**src/design/pbt_pkg.sv**
```systemverilog
// Constants, register map and state type of the error rate checker.
// Assumes a 50 MHz aclk and a 32-bit AXI4-Lite master.
// Operation
// - Fill shift register one length, then feedback.
// - Compare each bit with prediction, count mismatches.
// - Two 32-bit counters: checked bits, errored bits.
// - Stop when checked bits reach programmed maximum.
// - Stop when errors reach maximum, whichever first.
// - Record which limit ended the measurement.
// - Manual stop command halts counting any time.
// - Ninth-degree maximal sequence, period 511 bits.
// - Uninterrupted mode uses only data and clock.
// - Restart input suspends compare, resynchronises sequence.
// - Counts accumulate across restarts, cleared only at measurement start.
// - Bits outside data enable neither compared nor counted.
// - Optionally drop constant runs of 32 or more.
// - Dropped run also drops the preceding bit.
// - Report clock activity, data activity, synchronisation.
// - Error rate is errors over checked bits.
// - One enable switches measurement on or off.
// - Continuous auto-restart or single shot on trigger.
package pbt_pkg;

  // Clock and link timing
  localparam int CLK_MHZ     = 50;
  localparam int ACT_TIME_NS = 10000;
  localparam int ACT_CYCLES  = ACT_TIME_NS * CLK_MHZ / 1000;
  localparam int ACT_W       = 10;

  // Ninth-degree sequence, x^9 + x^5 + 1
  localparam int PRBS_DEG    = 9;
  localparam int PRBS_TAP    = 5;
  localparam int PRBS_PERIOD = (1 << PRBS_DEG) - 1;
  localparam int FILL_W      = 4;

  // Constant-run filter
  localparam int RUN_LEN   = 32;
  localparam int RUN_DEPTH = RUN_LEN + 1;
  localparam int RUN_CW    = 6;

  // Link pin order inside the sampler
  localparam int LNK_CLK = 0;
  localparam int LNK_DAT = 1;
  localparam int LNK_DE  = 2;
  localparam int LNK_RST = 3;
  localparam int LNK_N   = 4;

  // Register map, byte addresses
  localparam int ADDR_W = 8;
  localparam logic [ADDR_W-1:0] ADDR_CTRL   = 8'h00;
  localparam logic [ADDR_W-1:0] ADDR_CMD    = 8'h04;
  localparam logic [ADDR_W-1:0] ADDR_STATUS = 8'h08;
  localparam logic [ADDR_W-1:0] ADDR_BITS   = 8'h0c;
  localparam logic [ADDR_W-1:0] ADDR_ERRS   = 8'h10;
  localparam logic [ADDR_W-1:0] ADDR_MAXB   = 8'h14;
  localparam logic [ADDR_W-1:0] ADDR_MAXE   = 8'h18;
  localparam logic [ADDR_W-1:0] ADDR_RBITS  = 8'h1c;
  localparam logic [ADDR_W-1:0] ADDR_RERRS  = 8'h20;

  // Control fields
  localparam int CTRL_W      = 7;
  localparam int CTRL_EN     = 0;
  localparam int CTRL_SINGLE = 1;
  localparam int CTRL_RST_EN = 2;
  localparam int CTRL_DE_EN  = 3;
  localparam int CTRL_IGNORE = 4;
  localparam int CTRL_NEG    = 5;
  localparam int CTRL_INV    = 6;
  localparam logic [CTRL_W-1:0] CTRL_RESET = 7'h00;

  // Command fields, write-only pulses
  localparam int CMD_EXEC = 0;
  localparam int CMD_STOP = 1;

  // Status fields
  localparam int ST_W       = 9;
  localparam int ST_RUNNING = 0;
  localparam int ST_T_BITS  = 1;
  localparam int ST_T_ERRS  = 2;
  localparam int ST_T_MAN   = 3;
  localparam int ST_T_SAT   = 4;
  localparam int ST_CLK_ACT = 5;
  localparam int ST_DAT_ACT = 6;
  localparam int ST_SYNC    = 7;
  localparam int ST_DONE    = 8;

  localparam logic [31:0] MAXB_RESET = 32'h0098_9680;
  localparam logic [31:0] MAXE_RESET = 32'h0000_0001;

  localparam logic [1:0] RESP_OKAY   = 2'h0;
  localparam logic [1:0] RESP_SLVERR = 2'h2;

  typedef enum logic [3:0] {
    PBT_IDLE = 4'b0001,
    PBT_FILL = 4'b0010,
    PBT_RUN  = 4'b0100,
    PBT_DONE = 4'b1000
  } pbt_state_t;

endpackage

```
**src/design/pbt_link_sampler.sv**
```systemverilog
// Link pin sampler: synchronises the bit clock, data, data enable and
// restart pins and finds the active bit clock edge on aclk.
// Assumes the bit clock runs at most a quarter of aclk.
`timescale 1ns/1ps
module pbt_link_sampler import pbt_pkg::*; (
  // Clock and reset
  input  wire logic aclk,
  input  wire logic aresetn,
  // Configuration
  input  wire logic slope_neg,
  // Link pins
  input  wire logic link_clk,
  input  wire logic link_data,
  input  wire logic link_de,
  input  wire logic link_restart,
  // Sampled bit
  output logic      bit_stb,
  output logic      bit_data,
  output logic      bit_de,
  output logic      bit_restart,
  // Activity pulses
  output logic      clk_edge,
  output logic      data_edge
);
  logic [LNK_N-1:0] raw;
  logic [LNK_N-1:0] meta;
  logic [LNK_N-1:0] sync;
  logic             clk_prev;
  logic             data_prev;
  logic             act_edge;

  assign raw = {link_restart, link_de, link_data, link_clk};

  generate
    for (genvar i = 0; i < LNK_N; i++) begin : g_sync
      always_ff @(posedge aclk) begin
        if (!aresetn) begin
          meta[i] <= 1'b0;
          sync[i] <= 1'b0;
        end else begin
          meta[i] <= raw[i];
          sync[i] <= meta[i];
        end
      end
    end
  endgenerate

  // Data goes through the same two stages as the clock, so the
  // edge and the bit it qualifies stay aligned
  assign act_edge = slope_neg ? (clk_prev & ~sync[LNK_CLK])
                              : (~clk_prev & sync[LNK_CLK]);

  always_ff @(posedge aclk) begin
    if (!aresetn) begin
      clk_prev    <= 1'b0;
      data_prev   <= 1'b0;
      bit_stb     <= 1'b0;
      bit_data    <= 1'b0;
      bit_de      <= 1'b0;
      bit_restart <= 1'b0;
      clk_edge    <= 1'b0;
      data_edge   <= 1'b0;
    end else begin
      clk_prev    <= sync[LNK_CLK];
      data_prev   <= sync[LNK_DAT];
      bit_stb     <= act_edge;
      bit_data    <= sync[LNK_DAT];
      bit_de      <= sync[LNK_DE];
      bit_restart <= sync[LNK_RST];
      clk_edge    <= clk_prev ^ sync[LNK_CLK];
      data_edge   <= data_prev ^ sync[LNK_DAT];
    end
  end

endmodule

```
**config.mk**
```make
export PLATFORM = sky130hd
export DESIGN_NAME = pbt_link_sampler
export DESIGN_NICKNAME = d
export VERILOG_FILES = /design/src/design/pbt_pkg.sv /design/src/design/pbt_link_sampler.sv
export SDC_FILE = /design/constraint.sdc
export NUM_CORES = 1
export LEC_CHECK = 0
export BUFFER_PORTS_ARGS = -buffer_cell sky130_fd_sc_hd__buf_2
export CAP_MARGIN = 5
export CELL_PAD_IN_SITES_DETAIL_PLACEMENT = 1
export CELL_PAD_IN_SITES_GLOBAL_PLACEMENT = 2
export CORE_MARGIN = 2
export CORE_UTILIZATION = 31
export DETAILED_ROUTE_END_ITERATION = 6
export PLACE_DENSITY = 0.77
export SLEW_MARGIN = 5
export SYNTH_ARGS = -nofsm -noshare
export SYNTH_HDL_FRONTEND = slang
export SYNTH_SLANG_ARGS = --single-unit
```
**constraint.sdc**
```tcl
create_clock -name aclk -period 1.4 [get_ports aclk]
set_input_delay 0.28 -clock aclk [delete_from_list [all_inputs] [get_ports aclk]]
set_output_delay 0.28 -clock aclk [all_outputs]
set_load 0.01 [all_outputs]
```
## Yosys cells after proc, flatten, opt, wreduce, memory -nomap -nowiden

Index checks and enable logic that the tools add are counted.

| word-level totals | value |
|---|---|
| bits of input ports | 7 |
| flip-flop bits (word level) | 15 |
| word-level logic and storage cells | 22 |

| operators by class | value |
|---|---|
| muxes and demuxes | 1 |
| bitwise logic cells | 6 |

Operators by type and width:

| cell | number |
|---|---|
| $and 1x1->1 | 2 |
| $not 1->1 | 2 |
| $xor 1x1->1 | 2 |
| $mux 1 | 1 |

## Longest topological paths before layout

| depth | value |
|---|---|
| depth after elaboration | 3 |
| gate-level depth with buffers | 4 |
| depth with buffers taken out | 4 |

## Worst setup path before layout

No wires, ideal clock.

| timing | value |
|---|---|
| path type | register to register |
| start | register sync[0] |
| end | register bit_stb |
| buffers on the path | 0 |
| cell stages (with the launch flop) | 5 |
| path slack | 584 ps |
| arrival time | 700 ps |
| clock period less this slack | 816 ps |
| data required time | 1284 ps |
| cell sequence | dfxtp_1 inv_1 ha_1 mux2i_1 nor2b_1 |

| on the way | value |
|---|---|
| cells in the longest elaborated chain, start to end | 3 |
| elaborated cells on any way between the ends | 4 |
| classes of those cells | 1 x mux; 3 x bitwise |

Ends and longest elaborated chain:

| item | RTL line | RTL |
|---|---|---|
| start, declared | pbt_link_sampler.sv:27 | `logic [LNK_N-1:0] sync;` |
| start signal, assigned by index | pbt_link_sampler.sv:42 | `sync[i] <= meta[i];` |
| $not 1->1 | pbt_link_sampler.sv:50 | `assign act_edge = slope_neg ? (clk_prev & ~sync[LNK_CLK])` |
| $and 1x1->1 | pbt_link_sampler.sv:50 |  |
| $mux 1 * | pbt_link_sampler.sv:50 |  |
| end signal, assigned | pbt_link_sampler.sv:66 | `bit_stb <= act_edge;` |
| end, declared | pbt_link_sampler.sv:17 | `output logic bit_stb,` |

Mark *: on every way between the ends. The rest lies on a longest branch, timed or not.
A chain may end at the register's enable or synchronous reset.

==> reports/results.ini <==
[pwr]
total_power_mw=0.723
vdd_drop_max_mv=0.642
p_leak_nw=0.267
powerDensity_nw_per_um2=1310

[min_path]
min_delay_path_depth=2
hold_path.class=in -> reg
worstHoldStart=link_clk
whs_endpoint=meta[0]

[synth]
syn_area_um2=457
ys_warn_count=0
syn_nets=46
synth_top_area_cell=dfxtp_1
syn_area_per_cell_um2=12.3
synth_cell_types=8
ys_ff_latch=15
syn_inst=37
yosysTopAreaCellShare=0.658
ys_seq_area_frac=0.658
synth.area.top_cells=dfxtp_1 (66%), and2_1 (18%), ha_1 (5.5%), nor2b_1 (2.7%), buf_6 (2.5%)

[cts]
cts_setup_buffers=0
cts_tree=done
cts.htree.levels=1
cts-resized-gates=0
clk_pin_slew_ns=0.09
clk_path_buf_depth=2
cts_sinks=15
clock_latency_ns=0.28
holdBufCountCts=0
cts_buffers=3
root_buffer=clkbuf_4

[placed_design]
gp_congestion=0.631
io_buffers=12
post-dp-hpwl_um=535
dp_cells=63

[worst_setup_path]
critPathMaxFanout=2
rr_worst_depth=4
critPathKind=reg -> out
reg2reg_from=sync[0]
cp_data_required_time_ns=1.12
startpoint=data_prev
crit_path_start_kind=flop
slowest_delay_ns=0.35
cpLargestDelayFamily=flip-flops
critPathBufInv=1
slowest_stage=dfxtp_1
path_cells=buf_2
rrSetupSlack_ns=0.50
worstReg2RegEnd=bit_stb
cp.arrival_ns=0.77
end_kind=output port

[global_routing]
antenna_found_initial=0
grt_pass1_vias=305
grt_usage=0.0933
grt_max_degree=16
grt_first_pass_wirelength_mm=1.17
overflow=0

[sta]
finalHoldViolations=0
setup_tns_ns=0
period_needed_ns=1.05
fmax_mhz=956
worst_pin_slew_ns=0.182
relSlewSlack=0.878
skew_ns=0.0108
drv_slew=0
setup_viol=0
period_share=0.747
rsz0062_at_grt=false
whs_ns=0.190

[final_layout]
final_nets=62
fin_cells=67
area_growth_pct=20.8
reg_top3=meta x4, sync x4
final_common_cell=dfxtp_1
drive_gt1_frac=0.308
regArea_um2=300
fill_cells=157
multiInputGateArea_um2=138
layout_common_cells=dfxtp_1 (15), and2_1 (13), buf_2 (12)
n_antenna_cell=0

[route]
dr.first_iter.drc_count=0
viasPerCell=4.24
detail-route-antenna-nets=0
drc_errors=0
wl_um=689
vias=284
detail_route.wl_per_cell_um=10.3
firstDrtPassIters=1

[floorplan]
io_pins=13
fp.dieArea_um2=1800
start_util=0.342
die_x_um=42.4
coreArea_um2=1330
fp.dieH_um=42.4
rows=13

[job]
maxCapViolCount=0

[outcome]
status=finished clean

-- metrics by stage --
step	utilization	setup WS, ns	cell area, um^2
2_1_floorplan	-	0.584	457
3_3_place_gp	0.393	0.566	524
3_5_place_dp	0.393	0.500	524
4_1_cts	0.414	0.328	552
5_1_grt	0.414	0.290	552
6_report	0.414	0.354	552
-- cell usage after synthesis --
| library cell | instances |
|---|---|
| and2_1 | 13 |
| xor2_1 | 1 |
| ha_1 | 2 |
| mux2i_1 | 1 |
| inv_1 | 2 |
| nor2b_1 | 2 |
| buf_6 | 1 |
| dfxtp_1 | 15 |
-- report_power, final --
part / total [mW] / switching [mW] / internal [mW]
clock network: 0.238 / 0.132 / 0.106
registers: 0.448 / 0.00506 / 0.443
logic: 0.0365 / 0.0160 / 0.0205
total: 0.723 / 0.153 / 0.570
-- worst max path at each step --
stage / endpoint / slack (ns) / depth (start not counted)
finish: bit_data / 0.35 / 1
global route: bit_data / 0.29 / 1
floorplan: bit_stb / 0.58 / 4
detailed placement: bit_stb / 0.50 / 4
global placement: bit_stb / 0.57 / 4
CTS: bit_data / 0.33 / 1
-- kinds of logic after synthesis --
group | Yosys count | share of synthesized area
AND/OR/NAND/NOR | 15 | 0.205
flip-flops | 15 | 0.658
buffers and inverters | 3 | 0.0411
adder cells (fa/ha/maj) | 2 | 0.0548
XOR/XNOR | 1 | 0.0192
multiplexers | 1 | 0.0219
-- area by class of cell --
cell class,count,share of cell area
Clock inverter,1,0.00907
Tap cell,15,0.0340
Sequential cell,15,0.544
Clock buffer,3,0.0408
Timing Repair Buffer,12,0.109
Inverter,2,0.0136
Multi-Input combinational cell,19,0.249
-- metal layers --
layer / up-vias / part of all wire / track usage
met5: - / 0 / 0
met4: 0 / 0 / 0.0375
met3: 0 / 0.094 / 0.0690
met2: 11 / 0.59 / 0.182
met1: 134 / 0.31 / 0.0633
li1: 139 / - / -
Note: power is estimated with default switching activity, not from simulation.
